--- src/inc/ebc_defs.svh ---
// Offsets, reset values and timing counts of the external area bus setup
`ifndef EBC_DEFS_SVH
`define EBC_DEFS_SVH
`define EBC_ADDR_W 20
`define EBC_DATA_W 8
`define EBC_OFS_SEL_EN 20'hEE01F
`define EBC_OFS_WIDTH 20'hEE020
`define EBC_OFS_STATES 20'hEE021
`define EBC_OFS_WAIT_HI 20'hEE022
`define EBC_SEL_EN_RST 4'h0
`define EBC_SEL_RSVD 4'hF
`define EBC_WIDTH_8BIT 8'hFF
`define EBC_WIDTH_16BIT 8'h00
`define EBC_STATES_RST 8'hFF
`define EBC_WAIT_HI_RST 8'hFF
`define EBC_MODE_A 3'h1
`define EBC_MODE_B 3'h3
`define EBC_LOW_WAIT_DEF 8'h00
`define EBC_TWO_STATES 3'h2
`define EBC_THREE_STATES 3'h3
`define EBC_RDATA_IDLE 8'h00
`endif

--- src/inc/ebc_pkg.sv ---
// Types shared by the external area bus setup block
package ebc_pkg;
  typedef struct packed {
    logic w8;
    logic three;
    logic [1:0] waits;
    logic sel_en;
  } ebc_area_cfg_t;

  typedef enum logic [1:0] {
    EBC_IDLE = 2'b01,
    EBC_RUN = 2'b10
  } ebc_tmr_st_t;

  typedef struct packed {
    ebc_tmr_st_t st;
    logic [2:0] left;
  } ebc_tmr_t;

  typedef struct packed {
    logic [3:0] sel_en;
    logic [7:0] width;
    logic [7:0] states;
    logic [7:0] waits_hi;
    logic init_done;
    logic [7:0] rdata;
    ebc_area_cfg_t cur;
    logic [2:0] cur_area;
    logic [3:0] oe;
  } ebc_state_t;
endpackage : ebc_pkg

--- src/rtl/ebc_area_sel.sv ---
// Per-area setting lookup for the area of a starting bus cycle
`timescale 1ns/10ps
`default_nettype none
`include "ebc_defs.svh"
module ebc_area_sel #(
  parameter logic [7:0] LOW_WAIT = `EBC_LOW_WAIT_DEF
) (
  input wire logic [7:0] width_i,
  input wire logic [7:0] states_i,
  input wire logic [7:0] waits_hi_i,
  input wire logic [3:0] sel_en_i,
  input wire logic [2:0] area_i,
  output var ebc_pkg::ebc_area_cfg_t cfg_o
);
  ebc_pkg::ebc_area_cfg_t tbl [8];

  for (genvar g = 0; g < 8; g++) begin : g_area
    assign tbl[g].w8 = width_i[g];
    assign tbl[g].three = states_i[g];
    if (g >= 4) begin : g_hi
      // Area 7 in bits 7-6 down to area 4 in bits 1-0
      assign tbl[g].waits = waits_hi_i[2*(g-4) +: 2];
      assign tbl[g].sel_en = sel_en_i[g-4];
    end else begin : g_lo
      // Lower areas have no select line in this block
      assign tbl[g].waits = LOW_WAIT[2*g +: 2];
      assign tbl[g].sel_en = 1'b0;
    end
  end

  assign cfg_o = tbl[area_i];
endmodule : ebc_area_sel
`default_nettype wire

--- src/rtl/ebc_acc_timer.sv ---
// Counts the states of one external access
`timescale 1ns/10ps
`default_nettype none
`include "ebc_defs.svh"
module ebc_acc_timer (
  input wire logic mclk_i,
  input wire logic arst_n_i,
  input wire logic start_i,
  input wire ebc_pkg::ebc_area_cfg_t cfg_i,
  output logic busy_o,
  output logic last_o
);
  ebc_pkg::ebc_tmr_t q, d;
  logic [2:0] total;

  // Base length plus programmed waits, 2 to 6 states
  assign total = (cfg_i.three ? `EBC_THREE_STATES : `EBC_TWO_STATES) + {1'b0, cfg_i.waits};

  always_comb begin
    d = q;
    case (q.st)
      ebc_pkg::EBC_IDLE: begin
        if (start_i) begin
          d.st = ebc_pkg::EBC_RUN;
          d.left = total - 3'h1;
        end
      end
      ebc_pkg::EBC_RUN: begin
        if (q.left == 3'h0) begin
          d.st = ebc_pkg::EBC_IDLE;
        end else begin
          d.left = q.left - 3'h1;
        end
      end
      default: begin
        d.st = ebc_pkg::EBC_IDLE;
        d.left = 3'h0;
      end
    endcase
  end

  always_ff @(posedge mclk_i or negedge arst_n_i) begin
    if (!arst_n_i) begin
      q <= '{st: ebc_pkg::EBC_IDLE, left: 3'h0};
    end else begin
      q <= d;
    end
  end

  assign busy_o = (q.st == ebc_pkg::EBC_RUN);
  assign last_o = busy_o && (q.left == 3'h0);
endmodule : ebc_acc_timer
`default_nettype wire

--- src/rtl/ebc_cfg_top.sv ---
// External area bus setup registers with access timing and select lines
//
// The implementer's own choice: the address-and-strobe port.
`timescale 1ns/10ps
`default_nettype none
`include "ebc_defs.svh"
module ebc_cfg_top #(
  parameter logic [7:0] LOW_WAIT = `EBC_LOW_WAIT_DEF
) (
  input wire logic mclk_i,
  input wire logic arst_n_i,
  input wire logic [2:0] mode_i,
  input wire logic [`EBC_ADDR_W-1:0] reg_addr_i,
  input wire logic [`EBC_DATA_W-1:0] reg_wdata_i,
  input wire logic reg_wr_i,
  input wire logic reg_rd_i,
  output logic [`EBC_DATA_W-1:0] reg_rdata_o,
  input wire logic cyc_start_i,
  input wire logic [2:0] cyc_area_i,
  output logic cyc_busy_o,
  output logic cyc_last_o,
  output logic cyc_w8_o,
  output logic cyc_three_o,
  output logic [1:0] cyc_waits_o,
  output logic [3:0] area_sel_line_n_o,
  output logic [3:0] area_sel_line_oe_o
);
  ebc_pkg::ebc_state_t q, d;
  ebc_pkg::ebc_area_cfg_t sel_cfg;
  logic busy;
  logic last;
  logic take;
  logic wr_sel, wr_width, wr_states, wr_wait;
  logic [7:0] rd_val;

  ebc_area_sel #(
    .LOW_WAIT(LOW_WAIT)
  ) u_sel (
    .width_i(q.width),
    .states_i(q.states),
    .waits_hi_i(q.waits_hi),
    .sel_en_i(q.sel_en),
    .area_i(cyc_area_i),
    .cfg_o(sel_cfg)
  );

  // Cycle start is ignored while an access runs
  assign take = cyc_start_i && !busy;

  ebc_acc_timer u_tmr (
    .mclk_i(mclk_i),
    .arst_n_i(arst_n_i),
    .start_i(take),
    .cfg_i(sel_cfg),
    .busy_o(busy),
    .last_o(last)
  );

  assign wr_sel = reg_wr_i && (reg_addr_i == `EBC_OFS_SEL_EN);
  assign wr_width = reg_wr_i && (reg_addr_i == `EBC_OFS_WIDTH);
  assign wr_states = reg_wr_i && (reg_addr_i == `EBC_OFS_STATES);
  assign wr_wait = reg_wr_i && (reg_addr_i == `EBC_OFS_WAIT_HI);

  always_comb begin
    case (reg_addr_i)
      `EBC_OFS_SEL_EN: rd_val = {q.sel_en, `EBC_SEL_RSVD};
      `EBC_OFS_WIDTH: rd_val = q.width;
      `EBC_OFS_STATES: rd_val = q.states;
      `EBC_OFS_WAIT_HI: rd_val = q.waits_hi;
      default: rd_val = `EBC_RDATA_IDLE;
    endcase
  end

  always_comb begin
    d = q;
    // Mode is sampled once, one edge after reset release
    if (!q.init_done) begin
      d.init_done = 1'b1;
      if ((mode_i == `EBC_MODE_A) || (mode_i == `EBC_MODE_B)) begin
        d.width = `EBC_WIDTH_8BIT;
      end else begin
        d.width = `EBC_WIDTH_16BIT;
      end
    end
    if (wr_sel) begin
      d.sel_en = reg_wdata_i[7:4];
    end
    if (wr_width) begin
      d.width = reg_wdata_i;
    end
    if (wr_states) begin
      d.states = reg_wdata_i;
    end
    if (wr_wait) begin
      d.waits_hi = reg_wdata_i;
    end
    d.rdata = reg_rd_i ? rd_val : `EBC_RDATA_IDLE;
    // Settings are frozen for the whole access
    if (take) begin
      d.cur = sel_cfg;
      d.cur_area = cyc_area_i;
    end
    // Enables change only between accesses, never mid-cycle
    if (!busy) begin
      d.oe = q.sel_en;
    end
  end

  always_ff @(posedge mclk_i or negedge arst_n_i) begin
    if (!arst_n_i) begin
      q <= '{
        sel_en: `EBC_SEL_EN_RST,
        width: `EBC_WIDTH_16BIT,
        states: `EBC_STATES_RST,
        waits_hi: `EBC_WAIT_HI_RST,
        init_done: 1'b0,
        rdata: `EBC_RDATA_IDLE,
        cur: '0,
        cur_area: 3'h0,
        oe: `EBC_SEL_EN_RST
      };
    end else begin
      q <= d;
    end
  end

  assign reg_rdata_o = q.rdata;
  assign cyc_busy_o = busy;
  assign cyc_last_o = last;
  assign cyc_w8_o = q.cur.w8;
  assign cyc_three_o = q.cur.three;
  assign cyc_waits_o = q.cur.waits;

  for (genvar i = 0; i < 4; i++) begin : g_line
    // Line i serves area 4 + i; driven low only while its access runs
    assign area_sel_line_n_o[i] = !(busy && q.oe[i] && (q.cur_area == 3'(4 + i)));
    assign area_sel_line_oe_o[i] = q.oe[i];
  end

  // One check set per area so a swapped bit of any area shows
  for (genvar g = 0; g < 8; g++) begin : g_area_chk

    if (g >= 4) begin : g_hi

    end else begin : g_lo

    end
  end

  for (genvar i = 0; i < 4; i++) begin : g_line_chk

  end
endmodule : ebc_cfg_top
`default_nettype wire

--- config.mk ---
export PLATFORM = sky130hd
export DESIGN_NAME = ebc_cfg_top
export DESIGN_NICKNAME = d
export VERILOG_FILES = /design/src/inc/ebc_pkg.sv /design/src/rtl/ebc_area_sel.sv /design/src/rtl/ebc_acc_timer.sv /design/src/rtl/ebc_cfg_top.sv
export VERILOG_INCLUDE_DIRS = /design/src /design/src/inc
export SDC_FILE = /design/constraint.sdc
export NUM_CORES = 1
export LEC_CHECK = 0
export BUFFER_PORTS_ARGS = -buffer_cell sky130_fd_sc_hd__buf_2
export CAP_MARGIN = 20
export CORE_UTILIZATION = 40
export CTS_BUF_LIST = sky130_fd_sc_hd__clkbuf_2 sky130_fd_sc_hd__clkbuf_4 sky130_fd_sc_hd__clkbuf_8
export DETAILED_ROUTE_END_ITERATION = 8
export PLACE_DENSITY_LB_ADDON = 0.15
export SLEW_MARGIN = 20
export SYNTH_ARGS = -nofsm -noshare
export SYNTH_HDL_FRONTEND = slang
export SYNTH_SLANG_ARGS = --single-unit
--- constraint.sdc ---
create_clock -name mclk_i -period 2.3 [get_ports mclk_i]
set_input_delay 0.115 -clock mclk_i [delete_from_list [all_inputs] [get_ports mclk_i]]
set_output_delay 0.115 -clock mclk_i [all_outputs]
set_load 0.01 [all_outputs]
==> flow_summary.ini <==
[pwr]
p_sw_share_pct = 27.5
power.share.clock_pct = 30.5
power_frac_comb_pct = 20.9
p_int_w = 0.00157
p_seq_share_pct = 48.7
p_leak_nw = 1.57
power_switching_w = 0.000598
powerDensity_nw_per_um2 = 648
power_w = 0.00217
irDropWorstVdd_v = 0.000284

[detailed_routing]
vias = 2055
wl_per_cell_um = 15.5
drtPass1Iterations = 4
via_per_inst = 5.20
drtAntennaViolNets = 0
drt_iter0_drc = 89
drcViolationCount = 0
drt_wl_total_um = 6120

[grt]
grt_pass1_vias = 2003
grt_overflow_total = 0
grt_max_degree = 30
grt_first_pass_wirelength_um = 10000
antenna_found_initial = 0
grt_usage_pct = 17.6

[finish]
area_delta_synth_final_pct = 17.4
drive_gt1_share_pct = 46.8
fin_util_pct = 49.1
diodes = 0
n_fill_cell = 669
fin_nets = 344

[synthesis]
yosysMostFrequentCell = dfrtp_1
netlist_instances = 242
yosysTopAreaCellShare_pct = 31.5
synth-seq-cells = 53
syn-num-nets = 288
yosys-top-cells-count = 36 x dfrtp_1, 31 x mux2_2, 17 x dfstp_2, 17 x inv_1
ys_warn_count = 0
synth_top_flop_cell = dfrtp_1
syn_avg_cell_area_sq_um = 11.8
ys_seq_area_share_pct = 47.2
synth_top_area_cell = dfrtp_1
ys_types = 39
synth.area.top_cells = dfrtp_1 32%, dfstp_2 16%, mux2_2 12%
synth_edf_count = 0
syn_area_sq_um = 2860
async_reset_ff_share_pct = 100

[clock_tree]
cts_buffers = 5
ctsRootBufferMaster = clkbuf_8
clock_latency_ns = 0.30
ctsResizeCount = 0
path_clk_slew_ns = 0.09
cts_max_level = 2
clock-sinks = 53
cts_tree = done
post-cts-setup-buffers = 0
cts_buffer_depth = 2

[timing]
report.final.slew_viol_count = 0
hold_viol_final = 0
skew_ns = 0.00484
tightest_slew_ns = 0.675
setup_viol = 0
slew_headroom_pct = 55.0
max_freq_mhz = 514
whs_ns = 0.0575
min_period_over_period_pct = 84.6
fin_ws_ns = 0.355
setup_tns_ns = 0
period_minus_slack_ns = 1.94
rsz0062_at_grt = no

[placement]
place_congestion = 0.805
dpl.hpwl_um = 4750
dpl_worst_slack_ns = 0.234
io_buffers = 59

[critical_path]
r2r_start = q[32]$_DFFE_PN1P_
cp_max_fo = 3
regToRegEndpoint = u_tmr.q[1]$_DFFE_PN0P_
cp-end-kind = flop
crit_required_ns = 2.53
reg2reg_slack_ns = 0.36
startpoint = q[32]$_DFFE_PN1P_
worst-r2r-cell-count = 9
crit_type = reg2reg
arrival_ns = 2.18
startpoint_type = flop

[floorplanning]
io_pins = 61
dieArea_sq_um = 7480
initial_utilization_pct = 41.8
core-area_sq_um = 6830
rows = 30
dieWidth_um = 86.5
die_h_um = 86.5

[flow_run]
max-cap-violations = 0

[hold_path]
hold_end = q[37]$_DFFE_PN0P_
whs_path_depth = 3
holdCritPathClass = in2reg
holdCritStartpoint = reg_wdata_i[0]

[run_status]
status = finished, final reports clean
[logic make-up after synthesis]
family	count (synthesis)	synth area share (%)
flip-flops	53	47.2
buffers and inverters	39	7.27
multiplexers	49	21.2
AND/OR/NAND/NOR	53	12.1
AO/OA/AOI/OAI	39	8.76
other	1	0.131
XOR/XNOR	1	0.307
adder cells (fa/ha/maj)	7	3.07
[stage by stage]
step / cells / instance area (sq um)
2_1_floorplan: 242 / 2860
3_3_place_gp: 386 / 3220
3_5_place_dp: 386 / 3220
4_1_cts: 395 / 3350
5_1_grt: 395 / 3350
6_report: 395 / 3350
[layout make-up]
class                   instances  area, sq um  share of cell area, %
multi-input cells             150         1300                   38.8
inverters                      17         63.8                   1.90
well taps                      96          120                   3.58
clock buffers                   7         90.1                   2.69
flip-flops and latches         53         1350                   40.2
clock inverters                 1         30.0                  0.896
repair buffers                 71          400                   11.9
[cell usage in the layout (no fill, tap or decap), types with 2 or more instances in the layout]
cell type,count
dfrtp_1,36
clkbuf_8,6
nand2_1,8
nand3_1,4
o21ai_0,6
a22oi_1,5
a22o_1,4
mux2_2,31
buf_2,59
mux4_2,6
dfstp_2,17
nand3b_1,2
ha_1,7
nand4_1,3
or2_2,3
nor3b_1,2
o2bb2ai_1,2
or4_4,2
a21oi_1,16
nor2b_1,2
nand2b_1,4
nor2_1,11
a221oi_1,3
buf_4,10
mux2i_1,12
inv_1,17
nand4b_1,6
[critical path, stage by stage, from the launching register on]
cell	delay (ns)
dfstp_2	0.39
mux4_2	0.48
mux2i_1	0.22
ha_1	0.18
inv_1	0.04
ha_1	0.26
nand2_1	0.04
a21oi_1	0.14
nand2_1	0.06
o21ai_0	0.07
[sequential cells by signal (all words and copies together) (netlist names)]
| name | cells |
|---|---|
| cyc_three_o | 1 |
| q | 32 |
| area_sel_line_oe_o | 4 |
| cyc_waits_o | 2 |
| u_tmr.q | 5 |
| reg_rdata_o | 8 |
| cyc_w8_o | 1 |
[worst max path at each step]
stage | endpoint
after floorplan | u_tmr.q[1]$_DFFE_PN0P_
after global placement | q[23]$_DFFE_PN1P_
after detailed placement | q[24]$_DFFE_PN1P_
after CTS | u_tmr.q[1]$_DFFE_PN0P_
after global routing | u_tmr.q[1]$_DFFE_PN0P_
final | u_tmr.q[1]$_DFFE_PN0P_
[per-layer routing]
metal | GRT usage, % | routed length (um)
met5 | 0 | 0
met4 | 5.45 | 89
met3 | 3.52 | 276
met2 | 27.5 | 2820
met1 | 24.6 | 2930
[power groups by stage]
| stage | clock [W] | sequential, W | combinational [W] |
|---|---|---|---|
| final | 0.000662 | 0.00106 | 0.000453 |
| after global routing | 0.000721 | 0.00106 | 0.000511 |
| after CTS | 0.000681 | 0.00105 | 0.000458 |
| after detailed placement | 0 | 0.00107 | 0.000455 |
| after global placement | 0 | 0.00107 | 0.000449 |
| after floorplan | 0 | 0.00106 | 0.000306 |
[timing repair]
item / CTS / global route
endpoints found under the setup margin: 0 / 0
hold buffers: 1 / 0
endpoints found under the hold margin: 25 / 0
(Power assumes the default switching activity.)
